==> src/hw/iar_pkg.sv <==
// Package of constants and types for the I2C alias remap block
package iar_pkg;
  // ----------------------------------------------------------------
  // Register offsets
  // ----------------------------------------------------------------
  localparam logic [7:0] OFS_TARGET_5 = 8'h62;
  localparam logic [7:0] OFS_TARGET_6 = 8'h63;
  localparam logic [7:0] OFS_TARGET_7 = 8'h64;
  localparam logic [7:0] OFS_ALIAS_0  = 8'h65;
  localparam logic [7:0] OFS_ALIAS_1  = 8'h66;
  localparam logic [7:0] OFS_FIRST    = OFS_TARGET_5;
  localparam logic [7:0] OFS_LAST     = OFS_ALIAS_1;
  // ----------------------------------------------------------------
  // Slot indices, field layout, reset values
  // ----------------------------------------------------------------
  localparam int         NUM_SLOTS    = 5;
  localparam logic [2:0] IDX_TARGET_5 = 3'h0;
  localparam logic [2:0] IDX_ALIAS_0  = 3'h3;
  localparam logic [2:0] IDX_ALIAS_1  = 3'h4;
  localparam int         ADDR_MSB     = 7;
  localparam int         ADDR_LSB     = 1;
  localparam int         AUTO_ACK_BIT = 0;
  localparam logic [7:0] SLOT_RESET   = 8'h00;
  localparam logic [6:0] ALIAS_OFF    = 7'h00;
  localparam logic [7:0] RD_UNMAPPED  = 8'h00;
  localparam int         NUM_LO_TARGETS = 2;
  localparam int         NUM_HI_TARGETS = 3;
  // ----------------------------------------------------------------
  // Types
  // ----------------------------------------------------------------
  typedef enum logic [0:0] {
    ST_IDLE     = 1'b0,
    ST_WAIT_ACK = 1'b1
  } iar_state_t;
endpackage

==> src/hw/iar_slot_regs.sv <==
// Per-port storage of target and alias slots with registered read port
`timescale 1ns/1ps
module iar_slot_regs #(
  parameter int NUM_PORTS = 4,
  parameter int PORT_W    = 2
) (
  input  wire logic                                   clock,
  input  wire logic                                   rst_n,
  input  wire logic                                   wrEn,
  input  wire logic [PORT_W-1:0]                      wrPort,
  input  wire logic [2:0]                             wrIdx,
  input  wire logic [7:0]                             wrData,
  input  wire logic                                   rdEn,
  input  wire logic [PORT_W-1:0]                      rdPort,
  input  wire logic [2:0]                             rdIdx,
  output logic      [7:0]                             rdData,
  output logic      [NUM_PORTS-1:0][iar_pkg::NUM_SLOTS-1:0][7:0] slots
);
  import iar_pkg::*;

  if (NUM_PORTS < 1 || NUM_PORTS > (1 << PORT_W))
    $error("NUM_PORTS does not fit PORT_W");

  logic [7:0] rdData_reg;

  // ----------------------------------------------------------------
  // Storage, one copy per receive port
  // ----------------------------------------------------------------
  for (genvar p = 0; p < NUM_PORTS; p++) begin : g_port
    for (genvar s = 0; s < NUM_SLOTS; s++) begin : g_slot
      logic [7:0] slot_reg;
      always_ff @(posedge clock) begin
        if (!rst_n) begin
          slot_reg <= SLOT_RESET;
        end else if (wrEn && wrPort == PORT_W'(p) && wrIdx == 3'(s)) begin
          slot_reg <= wrData;
        end
      end
      assign slots[p][s] = slot_reg;
    end
  end

  // ----------------------------------------------------------------
  // Read port
  // ----------------------------------------------------------------
  always_ff @(posedge clock) begin
    if (!rst_n) begin
      rdData_reg <= SLOT_RESET;
    end else if (rdEn) begin
      rdData_reg <= slots[rdPort][rdIdx];
    end
  end
  assign rdData = rdData_reg;

endmodule // iar_slot_regs

==> src/hw/iar_remap.sv <==
// Alias match and address remap for remote I2C targets, per receive port
// ----------------------------------------------------------------
// Notes on behaviour
// - Every receive port has its own slot registers and the port select chooses which copy a register access reaches.
// - A request whose address equals alias slot n is forwarded to the remote side with target address n substituted.
// - Bits 7:1 of an alias slot are the 7-bit value compared against incoming I2C addresses.
// - An alias slot holding zero never matches, so its remote target is unreachable.
// - Bit 0 of an alias slot set to 1 makes the block acknowledge every write to that target itself.
// ----------------------------------------------------------------
`timescale 1ns/1ps
module iar_remap #(
  parameter int NUM_PORTS = 4,
  parameter int PORT_W    = 2
) (
  input  wire logic                                   clock,
  input  wire logic                                   rst_n,
  input  wire logic [PORT_W-1:0]                      regPortSel,
  input  wire logic [7:0]                             regAddr,
  input  wire logic                                   regWrEn,
  input  wire logic [7:0]                             regWrData,
  input  wire logic                                   regRdEn,
  output logic      [7:0]                             regRdData,
  output logic                                        regRdValid,
  input  wire logic [NUM_PORTS-1:0][iar_pkg::NUM_LO_TARGETS-1:0][6:0] loTargetAddr,
  output logic      [NUM_PORTS-1:0][iar_pkg::NUM_HI_TARGETS-1:0][6:0] hiTargetAddr,
  input  wire logic                                   reqValid,
  output logic                                        reqReady,
  input  wire logic [PORT_W-1:0]                      reqPort,
  input  wire logic [6:0]                             reqAddr,
  input  wire logic                                   reqWrite,
  output logic                                        fwdValid,
  output logic      [6:0]                             fwdAddr,
  output logic      [PORT_W-1:0]                      fwdPort,
  output logic                                        fwdWrite,
  output logic                                        missValid,
  input  wire logic                                   remAckValid,
  input  wire logic                                   remAck,
  output logic                                        ackValid,
  output logic                                        ackOut
);
  import iar_pkg::*;

  // ----------------------------------------------------------------
  // Elaboration checks
  // ----------------------------------------------------------------
  if (NUM_PORTS < 1 || NUM_PORTS > (1 << PORT_W))
    $error("NUM_PORTS does not fit PORT_W");

  logic [NUM_PORTS-1:0][NUM_SLOTS-1:0][7:0] slots;
  logic [7:0]          slotRdData;
  logic                inRange;
  logic [2:0]          slotIdx;
  logic                isTarget;
  logic [7:0]          wrValue;
  logic                rdHit_reg;
  logic                rdValid_reg;
  logic [6:0]          alias0;
  logic [6:0]          alias1;
  logic                hit0;
  logic                hit1;
  logic                hit;
  logic [6:0]          physAddr;
  logic                autoEn;
  logic                take;
  logic                autoAckNow;
  iar_state_t          state_reg;
  iar_state_t          state_next;
  logic                fwdValid_reg;
  logic [6:0]          fwdAddr_reg;
  logic [PORT_W-1:0]   fwdPort_reg;
  logic                fwdWrite_reg;
  logic                missValid_reg;
  logic                ackValid_reg;
  logic                ackOut_reg;

  // ----------------------------------------------------------------
  // Register access decode
  // ----------------------------------------------------------------
  assign inRange  = regAddr >= OFS_FIRST && regAddr <= OFS_LAST;
  assign slotIdx  = 3'(regAddr - OFS_FIRST);
  assign isTarget = slotIdx < IDX_ALIAS_0;
  // Reserved bit of a target slot is never stored, so it reads zero
  assign wrValue  = isTarget ? {regWrData[ADDR_MSB:ADDR_LSB], 1'b0} : regWrData;

  iar_slot_regs #(
    .NUM_PORTS (NUM_PORTS),
    .PORT_W    (PORT_W)
  ) u_slots (
    .clock  (clock),
    .rst_n  (rst_n),
    .wrEn   (regWrEn && inRange),
    .wrPort (regPortSel),
    .wrIdx  (slotIdx),
    .wrData (wrValue),
    .rdEn   (regRdEn && inRange),
    .rdPort (regPortSel),
    .rdIdx  (slotIdx),
    .rdData (slotRdData),
    .slots  (slots)
  );

  // Read data come from the store's register; unmapped reads answer zero
  always_ff @(posedge clock) begin
    if (!rst_n) begin
      rdHit_reg   <= 1'b0;
      rdValid_reg <= 1'b0;
    end else begin
      rdHit_reg   <= regRdEn && inRange;
      rdValid_reg <= regRdEn;
    end
  end
  assign regRdData  = rdHit_reg ? slotRdData : RD_UNMAPPED;
  assign regRdValid = rdValid_reg;

  for (genvar p = 0; p < NUM_PORTS; p++) begin : g_hi
    for (genvar t = 0; t < NUM_HI_TARGETS; t++) begin : g_t
      assign hiTargetAddr[p][t] = slots[p][IDX_TARGET_5 + 3'(t)][ADDR_MSB:ADDR_LSB];
    end
  end

  // ----------------------------------------------------------------
  // Alias match and remap
  // ----------------------------------------------------------------
  assign alias0   = slots[reqPort][IDX_ALIAS_0][ADDR_MSB:ADDR_LSB];
  assign alias1   = slots[reqPort][IDX_ALIAS_1][ADDR_MSB:ADDR_LSB];
  assign hit0     = alias0 != ALIAS_OFF && alias0 == reqAddr;
  assign hit1     = alias1 != ALIAS_OFF && alias1 == reqAddr;
  assign hit      = hit0 || hit1;
  // Slot 0 wins if software programs both slots alike
  assign physAddr = hit0 ? loTargetAddr[reqPort][0] : loTargetAddr[reqPort][1];
  assign autoEn   = hit0 ? slots[reqPort][IDX_ALIAS_0][AUTO_ACK_BIT]
                         : slots[reqPort][IDX_ALIAS_1][AUTO_ACK_BIT];
  assign reqReady = state_reg == ST_IDLE;
  assign take     = reqValid && reqReady;
  assign autoAckNow = take && hit && reqWrite && autoEn;

  always_comb begin
    state_next = state_reg;
    case (state_reg)
      ST_IDLE: begin
        if (take && hit && !autoAckNow) begin
          state_next = ST_WAIT_ACK;
        end
      end
      ST_WAIT_ACK: begin
        if (remAckValid) begin
          state_next = ST_IDLE;
        end
      end
      default: state_next = ST_IDLE;
    endcase
  end

  always_ff @(posedge clock) begin
    if (!rst_n) begin
      state_reg <= ST_IDLE;
    end else begin
      state_reg <= state_next;
    end
  end

  always_ff @(posedge clock) begin
    if (!rst_n) begin
      fwdValid_reg  <= 1'b0;
      fwdAddr_reg   <= 7'h00;
      fwdPort_reg   <= '0;
      fwdWrite_reg  <= 1'b0;
      missValid_reg <= 1'b0;
    end else begin
      fwdValid_reg  <= take && hit;
      missValid_reg <= take && !hit;
      if (take && hit) begin
        fwdAddr_reg  <= physAddr;
        fwdPort_reg  <= reqPort;
        fwdWrite_reg <= reqWrite;
      end
    end
  end

  // Local answer ignores the remote acknowledge for a write when auto-ack is on
  always_ff @(posedge clock) begin
    if (!rst_n) begin
      ackValid_reg <= 1'b0;
      ackOut_reg   <= 1'b0;
    end else begin
      ackValid_reg <= autoAckNow || (state_reg == ST_WAIT_ACK && remAckValid);
      ackOut_reg   <= autoAckNow || remAck;
    end
  end

  assign fwdValid  = fwdValid_reg;
  assign fwdAddr   = fwdAddr_reg;
  assign fwdPort   = fwdPort_reg;
  assign fwdWrite  = fwdWrite_reg;
  assign missValid = missValid_reg;
  assign ackValid  = ackValid_reg;
  assign ackOut    = ackOut_reg;
endmodule // iar_remap

==> config.mk <==
export PLATFORM = sky130hd
export DESIGN_NAME = iar_remap
export DESIGN_NICKNAME = d
export VERILOG_FILES = /design/src/hw/iar_pkg.sv /design/src/hw/iar_slot_regs.sv /design/src/hw/iar_remap.sv
export SDC_FILE = /design/constraint.sdc
export NUM_CORES = 1
export LEC_CHECK = 0
export BUFFER_PORTS_ARGS = -buffer_cell sky130_fd_sc_hd__buf_2
export CAP_MARGIN = 20
export CORE_ASPECT_RATIO = 1.75
export CORE_MARGIN = 2
export CORE_UTILIZATION = 50
export DETAILED_ROUTE_END_ITERATION = 16
export PLACE_DENSITY = 0.77
export SLEW_MARGIN = 0
export SYNTH_ARGS = -nofsm -noshare
export SYNTH_HDL_FRONTEND = slang
export SYNTH_SLANG_ARGS = --single-unit
==> constraint.sdc <==
create_clock -name clock -period 2.28 [get_ports clock]
set_input_delay 0.228 -clock clock [delete_from_list [all_inputs] [get_ports clock]]
set_output_delay 0.228 -clock clock [all_outputs]
set_load 0.05 [all_outputs]
==> impl_results.md, run 1 <==
- Outcome: completed
- Worst slack at placement: -0.337 ns
- Mean area per synthesized cell: 9.26 µm²
- Largest net degree at the start of global routing: 57
- Min-delay src: remAckValid
- Tmin final: 2.27 ns
- Worst skew pair latency: 0.44 ns
- Post-DR vias/cell: 6.09
- Clk pin slew, worst setup/hold paths: 0.08 ns
- Yosys top cell by area: dfxtp_1
- Combinational Power Share: 8.6%
- Clk_skew: 0.0157 ns
- Gr ovfl total: 0
- Vias in the first global route: 8565
- TritonCTS clock tree: yes
- Hold Crit Class: in -> reg
- Final Max Slew Viols: 0
- Syn. warnings: 0
- Total number of vias: 8842
- Max Root-Sink Buffers: 2
- Fraction of layout cells with a size suffix above 1: 34.2%
- Sequential area share after synthesis: 37.8%
- Most frequent cells in the layout: buf_2 (198), dfxtp_1 (183), nand2_1 (158)
- Synth-to-layout area growth: 17.3%
- Max-cap violations: 0
- CTS H-tree depth: 4
- Worst Max-Slew Pin Slew: 1.00 ns
- Crit path max fanout: 18
- Final number of hold-violating endpoints: 0
- Psw: 1.73 mW
- Core Region: 0.0192 mm²
- Worst VDD drop: 0.496 mV
- Hold path depth: 3
- I/O pins: 199
- Clock power frac: 43.0%
- Internal power: 4.96 mW
- Pleak: 4.81 nW
- Worst setup margin: 0.00908 ns
- Max_slew headroom: 33.1%
- Stages on worst setup path: 7
- Largest cells by area after synthesis: dfxtp_1 (38%), mux4_2 (15%), buf_4 (6.5%)
- Most common library cell in the layout ignoring fill and taps: buf_2
- Post-Synthesis Cell Area: 0.00980 mm²
- Setup crit end kind: register
- CP startpoint kind: register
- Worst path bufs/invs: 1
- Initial Util: 51.1%
- Top cell type's share of synthesized area: 37.8%
- Root buffer cell: clkbuf_16
- Maximum clock frequency: 440 MHz
- Worst r2r src: u_slots.g_port[3].g_slot[4].slot_reg[2]
- Number of DRC markers in iteration 0: 681
- Post-Synthesis Cells: 1058
- Distinct cells, synth: 52
- Die width: 110 µm
- Port bufs: 198
- Routability congestion estimate: 0.973
- DIE HEIGHT: 189 µm
- Slowest CP cell: or4_1
- Setup violations, final: 0
- Period utilization: 99.6%
- CP Data Required Time: 2.59 ns
- Final layout net count: 1292
- Post-DRT Antenna Nets: 0
- Crit-path leading delay family: compound AO/OA/AOI/OAI gates
- Sw Share: 25.9%
- Overall routed net length: 31100 µm
- Critical path origin: u_slots.g_port[3].g_slot[4].slot_reg[2]
- Critical path class: reg -> reg
- Critical path, cell by cell: mux2_4 -> or4_1 -> a32o_1 -> o32ai_4 -> buf_12 -> mux2i_1 -> nor2_1
- CTS Buf Count: 17
- Power per standard cell area: 582 mW/mm²
- Rows: 67
- #FFs+latches synth: 185
- Worst-case reg-to-reg path depth: 7
- RSZ-0062 raised after global routing: yes
- Initial antenna violation count: 0
- Syn Nets: 1151
- # diodes: 0
- WP data arrival: 2.58 ns
- Sequential power share: 48.4%
- Gr usage total: 29.9%
- First-pass GRT wire length: 46800 µm
- Setup_tns: 0 ns
- Die area: 0.0208 mm²
- Sink Count: 185
- Number of flip-flops in the largest register: 160
- Hold WS: 0.0557 ns
- Slowest stage delay, CP: 0.51 ns
- Drt first pass iters: 7
- Routed len/inst: 21.4 µm
- Post-DP HPWL: 22600 µm
- DRC viols: 0
==> layout make-up <==
type,instances,area [µm²]
clock buffers,20,457
well taps,241,302
repair buffers,292,1820
clock inverters,12,108
fillers,1643,7700
multi-input cells,695,5070
inverters,8,32.5
flip-flops and latches,185,3710
==> cells by family after synthesis <==
logic type,synth area share [%]
AOI/OAI and AO/OA,14.6
and+or+nand+nor,12.8
muxes,22.5
adders and majority gates,0.255
DFF,37.8
buffers and inverters,10.7
xor gates and xnor gates,1.34
==> power groups by stage <==
stage / sequential, mW / combinational (mW) / clock (mW)
after floorplan: 3.32 / 0.334 / 0
after global placement: 3.31 / 0.561 / 0
after detailed placement: 3.31 / 0.566 / 0
after CTS: 3.24 / 0.572 / 2.89
after global routing: 3.24 / 0.614 / 3.03
final: 3.24 / 0.577 / 2.87
==> worst paths after layout <==
check                                                                to  slack, ns
worst max-delay path                                         fwdPort[0]      0.009
worst min-delay path                                           ackValid       0.06
worst max register to register                               fwdPort[0]      0.009
worst min register to register  u_slots.g_port[0].g_slot[0].slot_reg[0]       0.43
==> worst reg2reg max path: stages (launching register included) <==
cell and delay [ns]:
dfxtp_1 0.36, mux2_4 0.28, or4_1 0.51, a32o_1 0.31
o32ai_4 0.26, buf_12 0.19, mux2i_1 0.20, nor2_1 0.05
==> synth_stat cells (all sizes together) <==
cell type,number
dfxtp,185
buf,104
or4b,2
nand2b,3
mux2,3
a31o,2
mux4,75
o32ai,1
nand4b,1
xor2,8
a32oi,2
mux2i,44
xnor2,7
nand4bb,1
nor4,7
clkbuf,66
nor2,65
a211o,1
ha,2
nor2b,1
and2b,1
a32o,1
nor3,9
nor4b,3
a22oi,1
and2,10
or4,5
nand2,158
a211oi,4
o21ai,122
and4b,1
a311oi,5
nand4,2
and3,4
inv,7
clkinv,1
a21oi,129
nand3,15
==> through the flow <==
stage | area (µm²) | util (%) | power [mW] | cells
after floorplan | 9810 | - | 3.66 | 1058
after global placement | 10900 | 56.8 | 3.87 | 1419
after detailed placement | 10900 | 56.8 | 3.88 | 1419
after CTS | 11500 | 59.8 | 6.70 | 1452
after global routing | 11500 | 59.9 | 6.88 | 1453
final | 11500 | 59.9 | 6.69 | 1453
==> metal layers <==
layer  vias to the layer above  GRT usage [%]  part of all wire [%]
li1                       3970              -                     -
met1                      4189           31.0                    33
met2                       541           52.0                    51
met3                       142           5.23                   7.8
met4                         0           22.4                   7.9
met5                         -              0                     0
==> repair_timing <==
item                                    4_1_cts  5_1_grt
hold endpoints to repair                      1        0
hold buffers                                  1        0
endpoints found under the setup margin        0       12
gates resized for setup                       0        8
buffers inserted                              0        1
Note: power is estimated with default switching activity, not from simulation.
==> run 2, diff against run 1 <==
--- a/config.mk
+++ b/config.mk
@@ -11,7 +11,9 @@
 export CORE_MARGIN = 2
 export CORE_UTILIZATION = 50
 export DETAILED_ROUTE_END_ITERATION = 16
+export HOLD_SLACK_MARGIN = 0.15
 export PLACE_DENSITY = 0.77
+export SETUP_SLACK_MARGIN = 0.02
 export SLEW_MARGIN = 0
 export SYNTH_ARGS = -nofsm -noshare
 export SYNTH_HDL_FRONTEND = slang
==> run 2 against run 1 <==
  * Power increased by 0.87%
  * Worst hold slack better by 0.10 ns
  * Register-to-register slack barely moved
  * Cell count is 0.55% lower
  * Critical path type unchanged
  * Largest power group unchanged
  * Highest routed layer unchanged
==> impl_results.md, run 2 (synthesis gave the netlist of run 1 again) <==
- Routed len/inst: 21.1 µm (-1.4%)
- Hold Crit Class: in -> reg
- Post-DP HPWL: 22000 µm (-2.6%)
- Overall routed net length: 30500 µm (-1.9%)
- Multi-input logic area: 0.00506 mm² (about the same)
- Reg2Reg Setup Slack: 0.01 ns (about the same)
- Final number of hold-violating endpoints: 0 (unchanged)
- Vias in the first global route: 8645 (+0.93%)
- Port bufs: 198 (unchanged)
- Setup_tns: 0 ns (unchanged)
- CP Data Required Time: 2.63 ns (+0.04 ns)
- Period utilization: 99.5% (about the same)
- Worst Max-Slew Pin Slew: 1.02 ns (+0.0214 ns)
- Number of flip-flops in the largest register: 160 (unchanged)
- Slowest CP cell: mux4_2
- Max Root-Sink Buffers: 2 (unchanged)
- First-pass GRT wire length: 47000 µm (+0.34%)
- Setup crit end kind: register
- Hold Crit Endpoint: fwdPort[1]
- Synth-to-layout area growth: 17.2%
- Hold path depth: 3 (unchanged)
- RSZ-0062 raised after global routing: yes
- Number of DRC markers in iteration 0: 861 (+26%)
- Worst skew pair latency: 0.45 ns (about the same)
- Maximum clock frequency: 441 MHz (about the same)
- Reg area: 0.00371 mm² (about the same)
- Setup violations, final: 0 (unchanged)
- CTS H-tree depth: 4 (unchanged)
- Worst VDD drop: 0.424 mV (-15%)
- Routability congestion estimate: 0.978 (+0.53%)
- Pleak: 4.80 nW (-0.21%)
- Worst-case reg-to-reg path depth: 8 (+1)
- Sink Count: 185 (unchanged)
- CP startpoint kind: register
- DRC viols: 0 (unchanged)
- I/O pins: 199 (unchanged)
- Initial antenna violation count: 0 (unchanged)
- Tmin final: 2.27 ns (-0.00179 ns)
- Outcome: completed
- WP data arrival: 2.62 ns (+0.04 ns)
- Filler instances: 1600 (-2.6%)
- Clk pin slew, worst setup/hold paths: 0.08 ns (about the same)
- Final layout net count: 1284 (-0.62%)
- Rows: 67 (unchanged)
- Min-delay src: rst_n
- Crit path max fanout: 16 (-2)
- Most frequent cells in the layout: buf_2 (197), dfxtp_1 (181), nand2_1 (158)
- Clk_skew: 0.0152 ns (-0.000432 ns)
- Post-DR vias/cell: 6.09 (+0.16%)
- DIE HEIGHT: 189 µm (unchanged)
- Reg2reg end: fwdPort[1]
- Core Region: 0.0192 mm² (unchanged)
- Critical path, cell by cell: mux4_2 -> xor2_1 -> nor4_2 -> o21ai_2 -> o32ai_4 -> buf_12 -> mux2i_1 -> nor2_1
- Post-DRT Antenna Nets: 0 (unchanged)
- Max-cap violations: 0 (unchanged)
- Gr ovfl total: 0 (unchanged)
- Drt first pass iters: 8 (+1)
- TritonCTS clock tree: yes
- Most common library cell in the layout ignoring fill and taps: buf_2
- Max_slew headroom: 31.7% (-1.4 points)
- Die area: 0.0208 mm² (unchanged)
- Slowest stage delay, CP: 0.48 ns (-0.03 ns)
- # diodes: 0 (unchanged)
- Final Non-Filler Cells: 1445 (-0.55%)
- Power per standard cell area: 587 mW/mm² (+1.0%)
- Total number of vias: 8807 (-0.40%)
- CTS Buf Count: 17 (unchanged)
- Root buffer cell: clkbuf_16
- Die width: 110 µm (unchanged)
- DP Cell Count: 1407 (-0.85%)
- Tot Pwr: 6.75 mW (+0.87%)
- Final core area utilization: 59.8% (-0.078 points)
- Fraction of layout cells with a size suffix above 1: 33.6% (-0.60 points)
- Largest net degree at the start of global routing: 78 (+37%)
- Initial Util: 51.1% (unchanged)
- Critical path class: reg -> reg
- Worst r2r src: u_slots.g_port[0].g_slot[4].slot_reg[7]
- Gr usage total: 29.7% (-0.23 points)
- Final Max Slew Viols: 0 (unchanged)
run 2: changes by cell type in the layout (fill, tap and decap cells not counted), moves of 2 or more:
cell | previous run | this run
buf_4 | 83 | 70
inv_8 | 2 | 7
dlygate4sd3_1 | 1 | 5
buf_12 | 10 | 12
clkbuf_8 | 2 | 0
clkinv_2 | 0 | 2
clkinvlp_4 | 2 | 0
dfxtp_1 | 183 | 181
dfxtp_2 | 2 | 4
inv_6 | 4 | 2
run 2: final cells by class:
type	count	area share, %
multi-input combinational	695	44.1
inverter	8	0.283
clock inverter	15	1.30
sequential	185	32.3
clock buffer	17	3.70
timing repair buffer	284	15.7
tap	241	2.63
run 2: metal layers:
metal  part of all wire [%]  track usage (%)  vias to the layer above
met4                    6.5             17.4                        0
li1                       -                -                     3964
met5                      0                0                        -
met3                    7.3             4.92                      113
met1                     34             32.2                     4251
met2                     53             52.7                      479
run 2: timing repair:
item / CTS / global route
endpoints found under the setup margin: 11 / 13
pin swaps: 2 / 0
gates resized for setup: 5 / 3
setup buffers: 1 / 0
gates cloned: 0 / 0
hold buffers: 5 / 0
endpoints found under the hold margin: 5 / 0
run 2: report_power, final:
part	internal (mW)	leakage, nW	switching (mW)	total [mW]
registers	3.23	1.49	0.00237	3.24
logic	0.237	3.02	0.339	0.575
clock network	1.46	0.288	1.47	2.93
run 2: metrics by stage:
stage / hold slack, ns / worst slack, ns / area [µm²]
2_1_floorplan: 0.337 / 0.00801 / 9820
3_3_place_gp: 0.414 / -0.291 / 10800
3_5_place_dp: 0.419 / -0.423 / 10800
4_1_cts: 0.162 / -0.00683 / 11500
5_1_grt: 0.182 / -0.111 / 11500
6_report: 0.155 / 0.0109 / 11500
run 2: how the worst max path moves through the flow:
stage                                                       start         end  slack (ns)  cells after the start
after floorplan                                        reqPort[0]  fwdAddr[4]       0.008                      8
after global placement                                 reqPort[0]  fwdAddr[4]       -0.29                     11
after detailed placement                               reqPort[0]  fwdPort[1]       -0.42                     10
after CTS                 u_slots.g_port[3].g_slot[4].slot_reg[3]  fwdPort[1]      -0.007                      8
after global routing      u_slots.g_port[3].g_slot[4].slot_reg[3]    fwdWrite       -0.11                      8
final                     u_slots.g_port[0].g_slot[4].slot_reg[7]  fwdPort[1]        0.01                      8
run 2: critical path, delay by kind of cell, from the launching register on:
| family | cells | cell delay, ns |
|---|---|---|
| AND/OR/NAND/NOR | 2 | 0.39 |
| buffers and inverters | 1 | 0.18 |
| XOR/XNOR | 1 | 0.17 |
| flip-flops | 1 | 0.38 |
| AO/OA/AOI/OAI | 2 | 0.39 |
| multiplexers | 2 | 0.66 |
